## config.mk

```make
export PLATFORM = sky130hd
export DESIGN_NAME = sapg_adc_ctrl
export DESIGN_NICKNAME = d
export VERILOG_FILES = /design/src/shared/sapg_pkg.sv /design/src/rtl/sapg_adc_ctrl.sv
export VERILOG_INCLUDE_DIRS = /design/src /design/src/shared
export SDC_FILE = /design/constraint.sdc
export NUM_CORES = 1
export LEC_CHECK = 0
export CORE_UTILIZATION = 57
export CTS_CLUSTER_SIZE = 40
export DETAILED_ROUTE_END_ITERATION = 12
export DONT_BUFFER_PORTS = 1
export PLACE_DENSITY = 0.75
export SYNTH_ARGS = -nofsm -noshare
export SYNTH_HDL_FRONTEND = slang
export SYNTH_SLANG_ARGS = --single-unit
```

## constraint.sdc

```tcl
create_clock -name clk -period 2.75 [get_ports clk]
set_input_delay 0.825 -clock clk [delete_from_list [all_inputs] [get_ports clk]]
set_output_delay 0.825 -clock clk [all_outputs]
set_load 0.005 [all_outputs]
```

## src/shared/sapg_regs.svh

```systemverilog
// register offsets, field positions, reset values and timing counts
// assumes a 100 MHz system clock and a 32-bit apb register bus
`ifndef SAPG_REGS_SVH
`define SAPG_REGS_SVH

// ----------------------------------------------------------------------------
// register offsets
// ----------------------------------------------------------------------------
`define SAPG_CTRL_OFS      12'h000
`define SAPG_STATUS_OFS    12'h004
`define SAPG_COUNT_OFS     12'h008

// ----------------------------------------------------------------------------
// control fields
// ----------------------------------------------------------------------------
`define SAPG_CTRL_MODE_BIT    0
`define SAPG_CTRL_PSEUDO_BIT  1
`define SAPG_CTRL_GAIN_LSB    2
`define SAPG_CTRL_TWOCH_BIT   5
`define SAPG_CTRL_PGAOUT_BIT  6
`define SAPG_CTRL_PGAPON_BIT  7
`define SAPG_CTRL_VREF_LSB    8
`define SAPG_CTRL_PDSEL_LSB   10
`define SAPG_CTRL_FAST_BIT    16
`define SAPG_CTRL_CLK_LSB     17
`define SAPG_CTRL_WIDTH       19
`define SAPG_CTRL_RESET       19'h0_0000

// ----------------------------------------------------------------------------
// status fields
// ----------------------------------------------------------------------------
`define SAPG_STAT_RESULT_LSB  0
`define SAPG_STAT_POWER_BIT   8
`define SAPG_STAT_RUN_BIT     9
`define SAPG_STAT_MACRO_BIT   10
`define SAPG_STAT_BADGAIN_BIT 11

// ----------------------------------------------------------------------------
// timing
// ----------------------------------------------------------------------------
`define SAPG_CLK_NS        10
`define SAPG_SLOW_PON_US   500
`define SAPG_FAST_PON_US   5
`define SAPG_SLOW_PON_CYC  ((`SAPG_SLOW_PON_US * 1000) / `SAPG_CLK_NS)
`define SAPG_FAST_PON_CYC  ((`SAPG_FAST_PON_US * 1000) / `SAPG_CLK_NS)
`define SAPG_CONV_TICKS    16
`define SAPG_SAMPLE_END    4'h1
`define SAPG_SAR_FIRST     4'h2
`define SAPG_SAR_LAST      4'h9
`define SAPG_SER_FIRST     4'h6
`define SAPG_SER_LAST      4'hD
`define SAPG_PAR_TICK      4'hA

`endif

```

## src/shared/sapg_pkg.sv

```systemverilog
// types shared by the converter control block
// assumes sapg_regs.svh supplies the field layout
`default_nettype none
package sapg_pkg;

  typedef struct packed {
    logic [1:0] clkSel;
    logic       fastPon;
    logic [5:0] pdSel;
    logic [1:0] vrefSel;
    logic       pgaPowerOn;
    logic       pgaOutEn;
    logic       twoChanEn;
    logic [2:0] gain;
    logic       pseudoEn;
    logic       inputMode;
  } sapg_cfg_type;

  typedef struct packed {
    logic       diffMode;
    logic       pseudoMode;
    logic [2:0] gain;
    logic       posInFirst;
    logic       pgaPower;
    logic       pgaOutRoute;
    logic       outRefEn;
    logic [1:0] vrefSel;
    logic [1:0] clkSel;
    logic       macroPower;
    logic       adcPower;
    logic       sampleHold;
    logic [7:0] dacTrial;
  } sapg_ana_type;

  typedef enum logic [1:0] {PWR_OFF, PWR_WARM, PWR_RUN} sapg_pwr_type;

  typedef struct packed {
    logic [69:0]  sync1;
    logic [69:0]  sync2;
    sapg_cfg_type cfg;
    sapg_ana_type ana;
    sapg_pwr_type pwr;
    logic [15:0]  waitCnt;
    logic [3:0]   tick;
    logic         prevClk;
    logic         macroOn;
    logic [7:0]   sar;
    logic [7:0]   parallel;
    logic         serial;
    logic         done;
    logic [15:0]  convCount;
    logic         pready;
    logic         pslverr;
    logic [31:0]  prdata;
  } sapg_state_type;

endpackage
`default_nettype wire

```

## src/rtl/sapg_adc_ctrl.sv

```systemverilog
// control of an 8-bit sar converter and its gain front end
// assumes apb master on clk; pins and oscillators arrive asynchronously
`default_nettype none
`include "sapg_regs.svh"
module sapg_adc_ctrl #(
  parameter int SLOW_PON_CYC = `SAPG_SLOW_PON_CYC,
  parameter int FAST_PON_CYC = `SAPG_FAST_PON_CYC
) (
  // clock and reset
  input  wire logic          clk,
  input  wire logic          rstn,
  // apb slave
  input  wire logic          psel,
  input  wire logic          penable,
  input  wire logic          pwrite,
  input  wire logic [11:0]   paddr,
  input  wire logic [31:0]   pwdata,
  output logic      [31:0]   prdata,
  output logic               pready,
  output logic               pslverr,
  // asynchronous inputs
  input  wire logic [63:0]   routedSignals,
  input  wire logic          ringOsc,
  input  wire logic          routed_external_clock,
  input  wire logic          rcOsc,
  input  wire logic          spiClk,
  input  wire logic          channel_pin_select,
  input  wire logic          analog_comparator,
  // analog control
  output sapg_pkg::sapg_ana_type anaCtrl,
  // results
  output logic               serial_result,
  output logic      [7:0]    parallel_result,
  output logic               convDone
);

  // --------------------------------------------------------------------------
  // parameter check
  // --------------------------------------------------------------------------
  if (SLOW_PON_CYC < 1 || SLOW_PON_CYC > 65535 || FAST_PON_CYC < 1 || FAST_PON_CYC > 65535) begin : g_bad
    $error("power-on counts out of range");
  end

  localparam logic [15:0] SLOW_CNT = 16'(SLOW_PON_CYC - 1);
  localparam logic [15:0] FAST_CNT = 16'(FAST_PON_CYC - 1);

  sapg_pkg::sapg_state_type st_r;
  sapg_pkg::sapg_state_type st_nxt;

  // --------------------------------------------------------------------------
  // derived signals
  // --------------------------------------------------------------------------
  logic        pdSig;
  logic        convClk;
  logic        tickEdge;
  logic        chanPin;
  logic        compBit;
  logic        apbAccess;
  logic        badGain;
  logic [31:0] readData;
  logic        unmapped;

  always_comb begin
    pdSig   = st_r.sync2[st_r.cfg.pdSel];
    convClk = st_r.sync2[64 + {30'h0000_0000, st_r.cfg.clkSel}];
    chanPin = st_r.sync2[68];
    compBit = st_r.sync2[69];
    tickEdge = convClk & ~st_r.prevClk;
    apbAccess = psel & penable;
    if (!st_r.cfg.inputMode) begin
      badGain = (st_r.cfg.gain > 3'h4);
    end else if (st_r.cfg.pseudoEn) begin
      badGain = (st_r.cfg.gain > 3'h1);
    end else begin
      badGain = 1'b0;
    end
  end

  // --------------------------------------------------------------------------
  // register read decode
  // --------------------------------------------------------------------------
  always_comb begin
    readData = 32'h0000_0000;
    unmapped = 1'b0;
    if (paddr == `SAPG_CTRL_OFS) begin
      readData[`SAPG_CTRL_WIDTH-1:0] = st_r.cfg;
    end else if (paddr == `SAPG_STATUS_OFS) begin
      readData[`SAPG_STAT_RESULT_LSB +: 8] = st_r.parallel;
      readData[`SAPG_STAT_POWER_BIT]       = st_r.ana.adcPower;
      readData[`SAPG_STAT_RUN_BIT]         = (st_r.pwr == sapg_pkg::PWR_RUN);
      readData[`SAPG_STAT_MACRO_BIT]       = st_r.macroOn;
      readData[`SAPG_STAT_BADGAIN_BIT]     = badGain;
    end else if (paddr == `SAPG_COUNT_OFS) begin
      readData[15:0] = st_r.convCount;
    end else begin
      unmapped = 1'b1;
    end
  end

  // --------------------------------------------------------------------------
  // next state
  // --------------------------------------------------------------------------
  always_comb begin
    st_nxt = st_r;
    // input synchronisers
    st_nxt.sync1 = {analog_comparator, channel_pin_select, spiClk, rcOsc,
                    routed_external_clock, ringOsc, routedSignals};
    st_nxt.sync2 = st_r.sync1;
    st_nxt.prevClk = convClk;
    st_nxt.done = st_r.done & ~tickEdge;

    // apb: one wait state, write lands at the pready edge
    st_nxt.pready = 1'b0;
    if (apbAccess && !st_r.pready) begin
      st_nxt.pready  = 1'b1;
      st_nxt.pslverr = unmapped;
      st_nxt.prdata  = pwrite ? 32'h0000_0000 : readData;
    end
    if (apbAccess && st_r.pready && pwrite && paddr == `SAPG_CTRL_OFS) begin
      st_nxt.cfg = pwdata[`SAPG_CTRL_WIDTH-1:0];
    end

    // power sequencing
    case (st_r.pwr)
      sapg_pkg::PWR_OFF: begin
        if (!pdSig) begin
          st_nxt.pwr     = sapg_pkg::PWR_WARM;
          st_nxt.waitCnt = st_r.macroOn ? FAST_CNT : SLOW_CNT;
        end
      end
      sapg_pkg::PWR_WARM: begin
        if (pdSig) begin
          st_nxt.pwr = sapg_pkg::PWR_OFF;
        end else if (st_r.waitCnt == 16'h0000) begin
          st_nxt.pwr     = sapg_pkg::PWR_RUN;
          st_nxt.macroOn = 1'b1;
          st_nxt.tick    = 4'h0;
        end else begin
          st_nxt.waitCnt = st_r.waitCnt - 16'h0001;
        end
      end
      sapg_pkg::PWR_RUN: begin
        if (pdSig) begin
          st_nxt.pwr = sapg_pkg::PWR_OFF;
        end else if (tickEdge) begin
          st_nxt.tick = st_r.tick + 4'h1;
          if (st_r.tick == 4'hF) begin
            st_nxt.ana.dacTrial = 8'h00;
          end
          if (st_r.tick == `SAPG_SAMPLE_END) begin
            st_nxt.sar          = 8'h00;
            st_nxt.ana.dacTrial = 8'h80;
          end
          if (st_r.tick >= `SAPG_SAR_FIRST && st_r.tick <= `SAPG_SAR_LAST) begin
            st_nxt.sar          = st_r.ana.dacTrial & ~(compBit ? 8'h00 : st_r.ana.dacTrial ^ st_r.sar);
            st_nxt.ana.dacTrial = st_nxt.sar | (st_r.ana.dacTrial ^ st_r.sar) >> 1;
          end
          if (st_r.tick >= `SAPG_SER_FIRST && st_r.tick <= `SAPG_SER_LAST) begin
            st_nxt.serial = st_r.sar[3'(4'h7 - (st_r.tick - `SAPG_SER_FIRST))];
          end else begin
            st_nxt.serial = 1'b0;
          end
          if (st_r.tick == `SAPG_PAR_TICK) begin
            st_nxt.parallel  = st_r.sar;
            st_nxt.done      = 1'b1;
            st_nxt.convCount = st_r.convCount + 16'h0001;
          end
        end
      end
      default: begin
        st_nxt.pwr = sapg_pkg::PWR_OFF;
      end
    endcase
    if (st_nxt.pwr != sapg_pkg::PWR_RUN) begin
      st_nxt.parallel     = 8'h00;
      st_nxt.serial       = 1'b0;
      st_nxt.done         = 1'b0;
      st_nxt.ana.dacTrial = 8'h00;
      st_nxt.tick         = 4'h0;
    end
    if (pdSig && !st_r.cfg.fastPon) begin
      st_nxt.macroOn = 1'b0;
    end

    // analog controls
    st_nxt.ana.diffMode    = st_r.cfg.inputMode;
    st_nxt.ana.pseudoMode  = st_r.cfg.inputMode & st_r.cfg.pseudoEn;
    st_nxt.ana.gain        = st_r.cfg.gain;
    st_nxt.ana.posInFirst  = st_r.cfg.twoChanEn ? chanPin : 1'b1;
    st_nxt.ana.adcPower    = (st_nxt.pwr != sapg_pkg::PWR_OFF);
    st_nxt.ana.pgaPower    = st_nxt.ana.adcPower | (st_r.cfg.pgaPowerOn & ~pdSig);
    st_nxt.ana.pgaOutRoute = st_r.cfg.pgaOutEn & ~st_nxt.ana.adcPower;
    st_nxt.ana.outRefEn    = st_nxt.ana.adcPower;
    st_nxt.ana.vrefSel     = st_r.cfg.vrefSel;
    st_nxt.ana.clkSel      = st_r.cfg.clkSel;
    st_nxt.ana.macroPower  = st_nxt.macroOn | st_nxt.ana.adcPower;
    st_nxt.ana.sampleHold  = (st_nxt.pwr == sapg_pkg::PWR_RUN) && (st_nxt.tick <= `SAPG_SAMPLE_END);
  end

  // --------------------------------------------------------------------------
  // state register
  // --------------------------------------------------------------------------
  always_ff @(posedge clk or negedge rstn) begin
    if (!rstn) begin
      st_r         <= '0;
      st_r.cfg     <= `SAPG_CTRL_RESET;
      st_r.pwr     <= sapg_pkg::PWR_OFF;
      // synchronisers start at the power-down level, no power blip after reset
      st_r.sync1   <= '1;
      st_r.sync2   <= '1;
      st_r.prevClk <= 1'b1;
    end else begin
      st_r <= st_nxt;
    end
  end

  assign prdata          = st_r.prdata;
  assign pready          = st_r.pready;
  assign pslverr         = st_r.pslverr;
  assign anaCtrl         = st_r.ana;
  assign serial_result   = st_r.serial;
  assign parallel_result = st_r.parallel;
  assign convDone        = st_r.done;
endmodule // sapg_adc_ctrl
`default_nettype wire

```

# After elaboration in Yosys (flattened, before gate mapping)
# Cells that the tools add are included.
# op_classes
addsub	6
multipliers	0
n_div	0
order_cmp	10
eq_ne	13
n_shift	0
muxes	54
bitwise	16
n_reduce_logical	26
# op_table
operator	count
8-bit 2-to-1 mux	11
26-bit 2-to-1 mux	3
16-bit 2-to-1 mux	4
34-bit 2-to-1 mux	1
16-bit case mux with 2 select lines	1
20-bit 2-to-1 mux	1
4-bit 2-to-1 mux	5
4-bit AND reduction	5
19-bit 2-to-1 mux	1
18-bit 2-to-1 mux	1
17-bit 2-to-1 mux	1
16-bit by 1-bit adder with 16-bit output, second input constant	1
16-bit zero test	1
16-bit by 1-bit subtractor with 16-bit output, second input constant	1
1-bit 2-to-1 mux	14
12-bit by 3-bit equality test with 1-bit output, second input constant	1
12-bit by 4-bit equality test with 1-bit output, second input constant	1
12-bit zero test	1
12-bit 2-to-1 mux	1
2-bit nonzero test	6
10-bit 2-to-1 mux	1
7-bit by 2-bit adder with 8-bit output, first input constant	1
8-bit AND	1
4-bit equality test, second input constant	2
35 further kinds	59
# word_totals
reg_bits	274
latch_bits	0
mem_bits_rw	0
romBits	0
input_bits	119
out_inout_bits	68
elab_cells	162
mem_count	0

# Longest topological paths before layout
# depth
depth_word	11
mapped_depth	11
ltp_nobuf	9

# Least setup slack after synthesis
# Ideal clock, no wire load.
# synth_path
path_type	input to register
startpoint	input paddr[7]
endpoint	register st_r, in the netlist st_nxt[104]
setup_time_ns	0.125
arrival_time_ns	2.572
t_required_ns	2.625
setup_slack_ns	0.053
stages	7
path_buffers	2
path_cell_list	nor4_1 -> nand3_1 -> or3_1 -> clkbuf_1 -> nor2_1 -> clkbuf_1 -> mux2_2
# synth_between
elab_chain_len	2
# synth_rtl
element	line_no	text
start: declaration	sapg_adc_ctrl.sv:16	input wire logic [11:0] paddr,
12-bit zero test (no line)	--	
1-bit logical AND (no line)	--	
end signal: assignment	sapg_adc_ctrl.sv:213	st_r <= st_nxt;
end: declaration	sapg_adc_ctrl.sv:47	sapg_pkg::sapg_state_type st_r;
# Every way passes these cells.
# A chain may end at the register's enable or synchronous reset.

# Final worst setup path
# layout_path
startpoint	register st_r[126] (netlist bit)
endpoint	register st_r[35] (netlist bit)
# layout_between
elab_chain_len	4
# layout_rtl
element	line_no	text
1-bit binary-select mux with 6-bit select	sapg_adc_ctrl.sv:64	pdSig = st_r.sync2[st_r.cfg.pdSel];
1-bit 2-to-1 mux (implied by the code)	sapg_adc_ctrl.sv:64	
1-bit inverter (no line)	--	
4-bit AND reduction (no line)	--	
# Every way passes these cells. The select of a mux whose other input is x is not followed.

==> key figures <==
Status
  – Outcome: complete, but fails checks
  – Failing checks: hold timing

Place
  – Port buffer count: 0
  – GPL Wtd Cong: around 0.91
  – Post-DP HPWL: around 15,000 microns
  – Post-Place Worst Slack: -0.0628 ns

Critical path
  – R2r startpoint: st_r[126]
  – CP required: 3.17 ns
  – Worst setup EP type: register
  – Arrival time at the worst endpoint: approximately 3.1 ns
  – Worst R2R Path Depth: 7
  – CP Launch Point: st_r[126]
  – Crit Path Category: register to register
  – Worst Path Max Fanout: 10
  – Worst Setup Start Kind: register

Final layout
  – Fraction of layout instances using a drive strength above 1: around 32%
  – Area delta synth->final: 10.9%
  – Seq. cell area: 6710 sq um
  – Filler Cells Inserted: around 1,300
  – Antenna cells: 0
  – Multi-input gate area: ~3500 sq um
  – Nets: roughly 1,000

Yosys
  – Top cell type's share of synthesized area: roughly a third
  – Sequential area share after synthesis: just over 60%
  – Cell with the most instances after synthesis: dfstp_2
  – Synth cell count leaders: dfstp_2, dfrtp_1, buf_4, a21oi_1, nand2_1
  – Mapped Cells: 869
  – Largest cells by area after synthesis: dfstp_2, dfrtp_1, buf_4
  – Synthesis-stage register bit count: approximately 260
  – Yosys top cell by area: dfstp_2
  – Asr flop ratio synth: 100%
  – Post-synth EDFFs: 0
  – Ys Warns: 0
  – Average cell area after synthesis: ~12 sq um
  – Mapped Area: between 10,000 and 15,000 sq um
  – Library cells used by synthesis: between 60 and 70
  – Post-synth top flop: dfstp_2

Floorplanning
  – Die X: ~140 microns
  – Die area: 19,500 sq um
  – Die Y: roughly 140 microns
  – Site Rows: between 40 and 50
  – Total core area: around 18,000 sq um
  – Starting Density: between 50 and 60%
  – Io pins: between 150 and 200

Detailed routing
  – Wire length per cell: ~20 microns
  – # DRC: 0
  – Routed Wire Length: around 22,000 microns
  – First-pass DRT Iterations: 5
  – Via density: 5.86
  – Total number of vias: 6,525
  – Antenna Nets Post-Route: 0
  – Drt initial violations: roughly 420

STA
  – Tcrit/Tclk final: 96.2%
  – Hold Fails Final Rpt: 11
  – Clock skew: roughly 0.0076 ns
  – # setup viols final: 0
  – Setup ws final: 0.104 ns
  – Setup TNS Final: 0 ns
  – Normalized max-slew margin: 66.9%
  – F_max: 378 MHz
  – Final Hold Slack: -0.0180 ns
  – Worst slew pin tran: between 0.4 and 0.5 ns
  – Clock period minus worst slack: ~2.6 ns
  – RSZ-0062 raised after global routing: true
  – Fin. max-slew vios: 0

Global route
  – Initial antenna violation count: 0
  – Vias in the first global route: slightly below 7,000
  – First-pass GRT wire length: between 30,000 and 40,000 microns
  – Gr ovfl total: 0
  – Largest net degree at the start of global routing: approximately 260
  – Global Route Usage Sum: about 23%

CTS
  – CTS root buf: clkbuf_16
  – CTS H-tree lvls: 1
  – Sink Count: approximately 260
  – CTS tree: built
  – Worst skew pair latency: ~0.54 ns
  – Clk buf depth: 3
  – Num CTS Buffers: 27
  – CTS clk-pin slew, worst paths: approximately 0.06 ns

Min path
  – HP Class: primary input to asynchronous set/reset pin

Pwr
  – P per Cell Area: ~700 nW/um^2
  – VDD IR max: around 0.00062 V
  – Leakage power: around 4.8 nW

Job
  – MaxCap Viol Count: 0
==> layout by cell type (no fill, tap or decap), types with 4 or more instances in the layout <==
cell | synthesis | final
a21o_1 | 4 | 4
a21oi_1 | 56 | 54
a22oi_1 | 19 | 18
a2bb2oi_1 | 4 | 4
a31oi_1 | 5 | 5
and2_1 | 5 | 4
and3_1 | 7 | 7
and4_1 | 7 | 6
buf_4 | 67 | 44
clkbuf_1 | 20 | 4
clkbuf_16 | 0 | 28
clkbuf_8 | 0 | 7
clkinv_2 | 0 | 6
conb_1 | 1 | 13
dfrtp_1 | 120 | 119
dfstp_2 | 141 | 141
ha_1 | 11 | 11
inv_1 | 32 | 32
mux2_2 | 18 | 17
mux2i_1 | 49 | 48
mux4_2 | 5 | 5
nand2_1 | 54 | 54
nand2b_1 | 5 | 5
nand3_1 | 17 | 17
nand4_1 | 9 | 9
nor2_1 | 48 | 47
nor2b_1 | 16 | 15
nor4_1 | 5 | 5
o211ai_1 | 4 | 4
o21ai_0 | 41 | 40
o221ai_1 | 14 | 12
or3_1 | 8 | 8
or4_1 | 4 | 4
xnor2_1 | 19 | 19
==> cell families (layout without fill, tap and decap cells) <==
group,Yosys count,count (layout),share of synthesized area (%)
compound gates,178,178,10.9
xor+xnor,22,22,1.79
fa+ha+maj,11,11,1.28
buf+inv,127,131,6.90
flops,261,261,62.2
mux,72,72,7.47
other cells,1,13,0.0348
simple gates,197,197,9.43
==> area by class of cell <==
| cell class | count | share of cell area [%] |
|---|---|---|
| clock inverters | 11 | 0.858 |
| inverters | 32 | 1.00 |
| well taps | 229 | 2.40 |
| flip-flops and latches | 261 | 56.1 |
| clock buffers | 38 | 6.58 |
| multi-input cells | 493 | 29.4 |
| repair buffers | 50 | 3.62 |
==> metal layers <==
metal	global-route usage, %	vias to the layer above	wire [microns]
met1	28.5	3266	8810
met4	8.10	0	745
met2	39.6	238	11400
met3	5.02	54	1390
li1	-	2967	-
met5	0	-	0
==> worst max-delay path: stages, from the launching register on <==
cell and delay, ns:
dfrtp_2 0.43, mux4_2 0.52, mux2_4 0.31, a21oi_4 0.19
nand4_4 0.17, a2111oi_4 0.39, buf_6 0.19, mux2_2 0.33
==> registers in the layout, indices dropped and copies added (netlist names) <==
name and count:
chanPin 1, st_nxt 78, parallel_result 8, st_r 127, compBit 1, convDone 1, pslverr 1, serial_result 1
anaCtrl 23, pready 1, prdata 19
==> per-stage QoR <==
| stage | hold WS (ns) | util (%) | power (mW) | instances | area, sq um |
|---|---|---|---|---|---|
| 2_1_floorplan | 0.345 | - | 4.75 | 881 | 10800 |
| 3_3_place_gp | 0.347 | 59.4 | 4.85 | 1060 | 10900 |
| 3_5_place_dp | 0.347 | 59.4 | 4.90 | 1060 | 10900 |
| 4_1_cts | -0.0319 | 64.4 | 8.49 | 1109 | 11800 |
| 5_1_grt | -0.0302 | 65.4 | 8.79 | 1114 | 12000 |
| 6_report | -0.0180 | 65.4 | 8.48 | 1114 | 12000 |
==> repair_timing <==
action                                 4_1_cts  5_1_grt
endpoints found under the hold margin      120       97
gates resized for setup                      5       23
setup buffers                                0        4
gates cloned                                 0        1
setup endpoints to repair                   26       51
pin swaps                                    0        5
==> worst paths after layout <==
path / to / slack [ns]
max in group asynchronous: st_nxt[177] / 2.44
min in group clk: st_nxt[141] / 0.28
setup reg to reg: st_r[35] / 0.10
hold / removal: st_nxt[113] / -0.02
hold reg to reg: st_r[194] / 0.35
setup / recovery: st_r[35] / 0.10
==> power breakdown <==
group          leakage, nW  switching, mW  total, mW  internal, mW
sequential            3.09          0.138       4.27          4.13
clock                0.444           1.47       3.57          2.10
combinational         1.32          0.371      0.646         0.275
No activity file was read; power rests on OpenSTA's default activity.
